--- src/inc/iprc_consts.svh ---
// constants for the interrupt priority register block
// assumes: included by bare name from package and design files
`ifndef IPRC_CONSTS_SVH
`define IPRC_CONSTS_SVH

// register indices; the map steps by two, so each index gets a whole word
`define IPRC_IDX_PIN_CHANGE   12'h0B0
`define IPRC_IDX_CMP_1_3      12'h0B2
`define IPRC_IDX_CMP_4        12'h0B4
`define IPRC_IDX_ADC_0_2      12'h0B6
`define IPRC_IDX_ADC_3_5      12'h0B8

// register byte offsets on the apb bus, four times the index
`define IPRC_OFS_PIN_CHANGE   12'h2C0
`define IPRC_OFS_CMP_1_3      12'h2C8
`define IPRC_OFS_CMP_4        12'h2D0
`define IPRC_OFS_ADC_0_2      12'h2D8
`define IPRC_OFS_ADC_3_5      12'h2E0

// register reset words: every implemented field at level 4
`define IPRC_RST_PIN_CHANGE   16'h4000
`define IPRC_RST_CMP_1_3      16'h4440
`define IPRC_RST_CMP_4        16'h0004
`define IPRC_RST_ADC_0_2      16'h4440
`define IPRC_RST_ADC_3_5      16'h0444

// field low bit positions
`define IPRC_POS_HI           12
`define IPRC_POS_MID          8
`define IPRC_POS_LO           4
`define IPRC_POS_BOT          0

// field reset value: msb set, lower bits clear
`define IPRC_LEVEL_RST        3'h4
`define IPRC_LEVEL_OFF        3'h0

// implemented-bit masks per register
`define IPRC_MASK_PIN_CHANGE  16'h7000
`define IPRC_MASK_CMP_1_3     16'h7770
`define IPRC_MASK_CMP_4       16'h0007
`define IPRC_MASK_ADC_0_2     16'h7770
`define IPRC_MASK_ADC_3_5     16'h0777

`endif

--- src/inc/iprc_pkg.sv ---
// types for the interrupt priority register block
// assumes: iprc_consts.svh is on the include path
package iprc_pkg;
  `include "iprc_consts.svh"

  typedef logic [2:0] iprc_level_t;

  // every source level as seen by the arbiter
  typedef struct packed {
    iprc_level_t pin_change_level;
    iprc_level_t comparator_one_level;
    iprc_level_t comparator_two_level;
    iprc_level_t comparator_three_level;
    iprc_level_t comparator_four_level;
    iprc_level_t adc_pair_zero_level;
    iprc_level_t adc_pair_one_level;
    iprc_level_t adc_pair_two_level;
    iprc_level_t adc_pair_three_level;
    iprc_level_t adc_pair_four_level;
    iprc_level_t adc_pair_five_level;
  } iprc_levels_t;

  // per-source decoded view
  typedef struct packed {
    logic        enabled;
    iprc_level_t level;
  } iprc_grant_t;
endpackage : iprc_pkg

--- src/hdl/iprc_level_dec.sv ---
// one source's level decode for the arbiter
// assumes: code comes straight from a priority field register
`timescale 1ns/1ps
`include "iprc_consts.svh"
module iprc_level_dec
  import iprc_pkg::*;
(
  input  wire iprc_level_t code,
  output iprc_grant_t      grant
);
  // code 0 disables; 1..7 map one-to-one onto levels 1..7
  always_comb begin
    grant.enabled = (code != `IPRC_LEVEL_OFF);
    grant.level   = code;
  end
endmodule : iprc_level_dec

--- src/hdl/iprc_regs.sv ---
// apb register file holding interrupt priority fields
// assumes: apb master on clk, arbiter consumes levels and enables
`timescale 1ns/1ps
`include "iprc_consts.svh"
module iprc_regs
  import iprc_pkg::*;
#(
  parameter int NSRC = 11
) (
  input  wire logic          clk,
  input  wire logic          sys_rst,
  input  wire logic          psel,
  input  wire logic          penable,
  input  wire logic          pwrite,
  input  wire logic [11:0]   paddr,
  input  wire logic [31:0]   pwdata,
  input  wire logic [3:0]    pstrb,
  output logic      [31:0]   prdata,
  output logic               pready,
  output logic               pslverr,
  output iprc_levels_t       levels,
  output logic [NSRC-1:0]    src_enabled
);

  logic [15:0] pin_q, cmp13_q, cmp4_q, adc02_q, adc35_q;
  logic [31:0] prdata_q;
  logic        pslverr_q;
  logic        hit;
  logic [15:0] rd_word;
  logic [15:0] wmask;
  logic        acc_wr;
  logic        wr_pin, wr_cmp13, wr_cmp4, wr_adc02, wr_adc35;

  assign pready  = 1'b1;
  assign prdata  = prdata_q;
  assign pslverr = pslverr_q;
  assign acc_wr  = psel && penable && pwrite;
  assign wmask   = {{8{pstrb[1]}}, {8{pstrb[0]}}};

  // one write strobe per register, only in the access phase
  assign wr_pin   = acc_wr && (paddr == `IPRC_OFS_PIN_CHANGE);
  assign wr_cmp13 = acc_wr && (paddr == `IPRC_OFS_CMP_1_3);
  assign wr_cmp4  = acc_wr && (paddr == `IPRC_OFS_CMP_4);
  assign wr_adc02 = acc_wr && (paddr == `IPRC_OFS_ADC_0_2);
  assign wr_adc35 = acc_wr && (paddr == `IPRC_OFS_ADC_3_5);

  // address decode and masked read word
  always_comb begin
    hit     = 1'b1;
    rd_word = 16'h0000;
    case (paddr)
      `IPRC_OFS_PIN_CHANGE: rd_word = pin_q & `IPRC_MASK_PIN_CHANGE;
      `IPRC_OFS_CMP_1_3:    rd_word = cmp13_q & `IPRC_MASK_CMP_1_3;
      `IPRC_OFS_CMP_4:      rd_word = cmp4_q & `IPRC_MASK_CMP_4;
      `IPRC_OFS_ADC_0_2:    rd_word = adc02_q & `IPRC_MASK_ADC_0_2;
      `IPRC_OFS_ADC_3_5:    rd_word = adc35_q & `IPRC_MASK_ADC_3_5;
      default:              hit = 1'b0;
    endcase
  end

  // merge a write into one register keeping only implemented bits
  function automatic logic [15:0] merge(input logic [15:0] old,
                                        input logic [15:0] impl);
    logic [15:0] m;
    m = wmask & impl;
    merge = (old & ~m) | (pwdata[15:0] & m);
  endfunction : merge

  // change notify field; one process per register keeps its reset word beside it
  always_ff @(posedge clk) begin
    if (sys_rst) begin
      pin_q <= `IPRC_RST_PIN_CHANGE;
    end else if (wr_pin) begin
      pin_q <= merge(pin_q, `IPRC_MASK_PIN_CHANGE);
    end
  end

  // comparator 1 to 3 fields
  always_ff @(posedge clk) begin
    if (sys_rst) begin
      cmp13_q <= `IPRC_RST_CMP_1_3;
    end else if (wr_cmp13) begin
      cmp13_q <= merge(cmp13_q, `IPRC_MASK_CMP_1_3);
    end
  end

  // comparator 4 field
  always_ff @(posedge clk) begin
    if (sys_rst) begin
      cmp4_q <= `IPRC_RST_CMP_4;
    end else if (wr_cmp4) begin
      cmp4_q <= merge(cmp4_q, `IPRC_MASK_CMP_4);
    end
  end

  // adc pair 0 to 2 fields
  always_ff @(posedge clk) begin
    if (sys_rst) begin
      adc02_q <= `IPRC_RST_ADC_0_2;
    end else if (wr_adc02) begin
      adc02_q <= merge(adc02_q, `IPRC_MASK_ADC_0_2);
    end
  end

  // adc pair 3 to 5 fields
  always_ff @(posedge clk) begin
    if (sys_rst) begin
      adc35_q <= `IPRC_RST_ADC_3_5;
    end else if (wr_adc35) begin
      adc35_q <= merge(adc35_q, `IPRC_MASK_ADC_3_5);
    end
  end

  // read data registered in setup so it is stable in the access phase
  always_ff @(posedge clk) begin
    if (sys_rst) begin
      prdata_q  <= 32'h0000_0000;
      pslverr_q <= 1'b0;
    end else if (psel && !penable) begin
      prdata_q  <= pwrite ? 32'h0000_0000 : {16'h0000, rd_word};
      pslverr_q <= !hit; // unmapped address answers with an error
    end
  end

  // continuous level outputs straight from the fields
  always_comb begin
    levels.pin_change_level       = pin_q[`IPRC_POS_HI +: 3];
    levels.comparator_three_level = cmp13_q[`IPRC_POS_HI +: 3];
    levels.comparator_two_level   = cmp13_q[`IPRC_POS_MID +: 3];
    levels.comparator_one_level   = cmp13_q[`IPRC_POS_LO +: 3];
    levels.comparator_four_level  = cmp4_q[`IPRC_POS_BOT +: 3];
    levels.adc_pair_two_level     = adc02_q[`IPRC_POS_HI +: 3];
    levels.adc_pair_one_level     = adc02_q[`IPRC_POS_MID +: 3];
    levels.adc_pair_zero_level    = adc02_q[`IPRC_POS_LO +: 3];
    levels.adc_pair_five_level    = adc35_q[`IPRC_POS_MID +: 3];
    levels.adc_pair_four_level    = adc35_q[`IPRC_POS_LO +: 3];
    levels.adc_pair_three_level   = adc35_q[`IPRC_POS_BOT +: 3];
  end

  // per-source enable; index 10 is pin change, 0 is adc pair five
  generate
    for (genvar i = 0; i < NSRC; i++) begin : g_dec
      iprc_grant_t g;
      iprc_level_dec u_dec (
        .code  (levels[i*3 +: 3]),
        .grant (g)
      );
      assign src_enabled[i] = g.enabled;

    end
  endgenerate
endmodule : iprc_regs

--- config.mk ---
export PLATFORM = sky130hd
export DESIGN_NAME = iprc_regs
export DESIGN_NICKNAME = d
export VERILOG_FILES = /design/src/inc/iprc_pkg.sv /design/src/hdl/iprc_level_dec.sv /design/src/hdl/iprc_regs.sv
export VERILOG_INCLUDE_DIRS = /design/src /design/src/inc
export SDC_FILE = /design/constraint.sdc
export NUM_CORES = 1
export LEC_CHECK = 0
export ABC_AREA = 1
export BUFFER_PORTS_ARGS = -buffer_cell sky130_fd_sc_hd__buf_2
export CORE_MARGIN = 4
export CORE_UTILIZATION = 52
export CTS_BUF_LIST = sky130_fd_sc_hd__clkbuf_4 sky130_fd_sc_hd__clkbuf_8
export CTS_CLUSTER_DIAMETER = 40
export DETAILED_ROUTE_END_ITERATION = 6
export PLACE_DENSITY = 0.88
export SETUP_SLACK_MARGIN = 0.15
export SLEW_MARGIN = 10
export SYNTH_ARGS = -nofsm -noshare
export SYNTH_HDL_FRONTEND = slang
export SYNTH_HIERARCHICAL = 1
export SYNTH_SLANG_ARGS = --single-unit
--- constraint.sdc ---
create_clock -name clk -period 2.6 [get_ports clk]
set_input_delay 0.39 -clock clk [delete_from_list [all_inputs] [get_ports clk]]
set_output_delay 0.39 -clock clk [all_outputs]
set_load 0.02 [all_outputs]
=== Word level (Yosys, flattened, before mapping) ===
Index checks and enable logic that the tools add are counted.

* Register bits after elaboration: 113
* Latch bits: 0
* Memory bits (writable): 0
* Bits in read-only memories: 0
* Output and inout bits: 78
* Memories: 0

* Add/sub/neg operators: 0
* Multipliers: 0
* Divide/modulo/power cells: 0
* Order comparisons: 0
* Equality and inequality tests: 5
* Shifts and indexed selects: 0
* Muxes and demuxes: 3
* Bitwise operators: 18
* Reductions and logical operators: 22

{| class="wikitable"
|+ Operator list
! operator !! number
|-
| $and 16x16->16 || 5
|-
| $or 16x16->16 || 5
|-
| $pmux 15 s5 || 1
|-
| $eq 12x10->1 const B || 5
|-
| $reduce_bool 3->1 || 11
|-
| $and 16x15->16 || 2
|-
| $not 15->16 || 2
|-
| $and 16x11->16 || 1
|-
| $and 16x3->16 || 1
|-
| $mux 16 || 1
|-
| $not 11->16 || 1
|-
| $not 3->16 || 1
|-
| $logic_and 1x1->1 || 8
|-
| $reduce_or 5->1 || 1
|-
| $logic_not 1->1 || 2
|-
| $mux 1 || 1
|}

=== Longest topological paths before layout ===
* Word-level depth: 4
* Depth in mapped cells: 10
* Gate-level depth less buffers: 10

=== Hierarchy ===
The synthesis kept the hierarchy.

{| class="wikitable"
|+ By module, submodules not included
! module !! times used !! cells an instance !! area an instance (um^2) !! seq. area each (um^2)
|-
| iprc_regs || 1 || 322 || 2376.0 || 920.9
|-
| iprc_level_dec || 11 || 6 || 33.8 || 0.0
|}

=== Least setup slack after synthesis ===
OpenSTA, ideal clock, no wires.

* Kind: input -> register
* From: input port paddr[8]
* To: register with a tool-made name
* Setup time: 136 ps
* Arrival: 1217 ps
* Slack: 1247 ps
* Stages on the path: 9
* Buffers on the path: 1
* Cells stage by stage: inv_1 nand2_2 nor2_8 inv_4 nor3_2 nand2_1 buf_6 nand2_1 o211ai_2

{| class="wikitable"
|+ RTL lines
! element !! line !! RTL
|-
| from (decl) || iprc_regs.sv:15 || <nowiki>input wire logic [11:0] paddr,</nowiki>
|}

==> results_dict.tcl <==
set metrics [dict create \
    rr_worst_depth 4 \
    clkPwrFrac_pct 35.5 \
    critPathRequiredTime_ns 2.80 \
    core_mm2 0.00450 \
    cp_data_arrival_time_ns 1.72 \
    antenna_found_initial 0 \
    pre_cts_ws_ns 0.775 \
    p_leak_uw 0.00153 \
    worst_setup_path_end_kind "flip-flop" \
    p_per_area_mw_per_mm2 431 \
    nNetsFinal 492 \
    crit_type "primary input to flip-flop" \
    hp-start "pwdata[8]" \
    yosysWarnings 6 \
    die_x_um 77.3 \
    num_vias 2525 \
    fin_crit_sh_pct 58.5 \
    p_seq_share_pct 54.9 \
    sw_frac_of_total_pct 26.0 \
    r2r-end "prdata[8]" \
    rsz0062_at_grt "no" \
    ctsHoldBuffers 0 \
    min-delay-path-class "primary input to flip-flop" \
    antennaDiodeCount 0 \
    cap_violations 0 \
    die-area_mm2 0.00598 \
    io_pins 131 \
    fin_ws_ns 1.08 \
    fin_setup_tns_ns 0 \
    hold_violations 0 \
    cp_slowest_stage_delay_ns 0.35 \
    clkSlewWorstSetupHoldPaths_ns 0.09 \
    overflow 0 \
    path_cells "buf_2, inv_2, nand2_1, nor2_1, inv_1, nor3_2, nand2_1, o21ai_0, nor2_1" \
    finalClockSkew_ns 0.0128 \
    die_h_um 77.3 \
    period_needed_ns 1.52 \
    slowest_stage "nor2_1" \
    clk_latency_ns 0.30 \
    cts_resized 0 \
    numPortBuffers 87 \
    setup_viol 0 \
    drtPass1Iterations 5 \
    via_per_inst 5.13 \
    synth.avg_cell_area_um2 7.04 \
    fin_cells 492 \
    crit_fanout 6 \
    drc 0 \
    wirelength_mm 6.20 \
    max_freq_mhz 657 \
    initial_core_util_pct 55.5 \
    p_sw_uw 334 \
    ctsRootBufferMaster "clkbuf_8" \
    htreeDepth 2 \
    place.gp.congestion 0.821 \
    final_core_util_pct 66.1 \
    cts_made_buffers 5 \
    ant_nets 0 \
    dp_cells 484 \
    slew_violations 0 \
    area_growth_pct 19.2 \
    dp_hpwl_mm 4.85 \
    clk_path_buf_depth 2 \
    drive_gt1_share_pct 30.2 \
    min_path_cells 3 \
    drt_iter0_markers 183 \
    cts_tree "done" \
    reg2reg_slack_ns 1.64 \
    p_comb_share_pct 9.6 \
    ir_drop_mv 0.348 \
    report.power.total_uw 1280 \
    cts_setup_buffers 0 \
    grt_pass1_wl_mm 10.4 \
    power.internal_uw 951 \
    grt_pass1_vias 2244 \
    status "finished, final reports clean" \
    grt_max_degree 35 \
    num_rows 24 \
    synth_cells 355 \
    path_buf_inv 3 \
    wire_per_inst_um 12.6 \
    syn-cell-area_mm2 0.00250 \
    critPathTopFamily "simple AND/OR/NAND/NOR gates" \
    crit_path_start_kind "primary input" \
    clkSinkCount 46 \
    track_usage_pct 21.0 \
]
through the flow:
step | hold slack (ns) | area, um^2
after floorplan | 0.459 | 2570
after global placement | 0.451 | 2880
after detailed placement | 0.455 | 2880
after CTS | 0.339 | 2980
after global routing | 0.382 | 2980
final | 0.341 | 2980
how the worst max path moves through the flow:
| stage | endpoint | from | slack (ns) | depth (start not counted) |
|---|---|---|---|---|
| 3_3_place_gp | flip-flop | paddr[5] | 0.84 | 9 |
| 4_1_cts | flip-flop | paddr[5] | 1.08 | 9 |
| 5_1_grt | prdata[0] | paddr[5] | 0.92 | 10 |
| 2_1_floorplan | flip-flop | paddr[8] | 1.25 | 9 |
| 6_report | flip-flop | paddr[5] | 1.08 | 9 |
| 3_5_place_dp | flip-flop | paddr[5] | 0.78 | 9 |
routing by layer:
metal / wire (um) / global-route usage, % / up-vias / share of wire [%]
li1: - / - / 1281 / -
met1: 2780 / 28.3 / 1124 / 45
met2: 2890 / 34.1 / 107 / 47
met3: 420 / 3.94 / 13 / 6.8
met4: 111 / 6.41 / 0 / 1.8
met5: 0 / 0 / - / 0
placed cells by master (no fill, tap or decap):
cell        instances
buf_2              87
nand2_1            47
nand3_1            47
dfxtp_1            46
nor2_1             44
inv_1              39
a21oi_1            21
conb_1             21
o21ai_0            15
o211ai_1           10
nand4_1             9
nand2_2             8
o21ai_1             6
clkbuf_8            6
nor2_2              5
inv_2               4
nor2_4              4
buf_4               4
nor3_2              2
o211ai_2            2
o21ai_2             2
a21oi_2             2
clkinv_2            2
nor2_8              1
inv_4               1
nor3_4              1
nand2_4             1
clkinv_1            1
nor3_1              1
clkinvlp_4          1
worst min-delay path, cell delays in order:
cell and delay (ns):
buf_2 0.10, nor2_1 0.04, nor2_1 0.08
power by group through the flow:
stage	logic [uW]	registers, uW	clock network, uW
final	123	706	456
after global routing	136	706	487
after CTS	122	705	460
after detailed placement	122	722	0
after global placement	119	722	0
after floorplan	104	723	0
area by class of cell:
type	instances	area, um^2
inverters	46	176
repair buffers	91	465
flip-flops and latches	46	921
clock inverters	2	12.5
clock buffers	6	82.6
multi-input cells	249	1260
fillers	407	1530
well taps	52	65.1
Note: power is estimated with default switching activity, not from simulation.
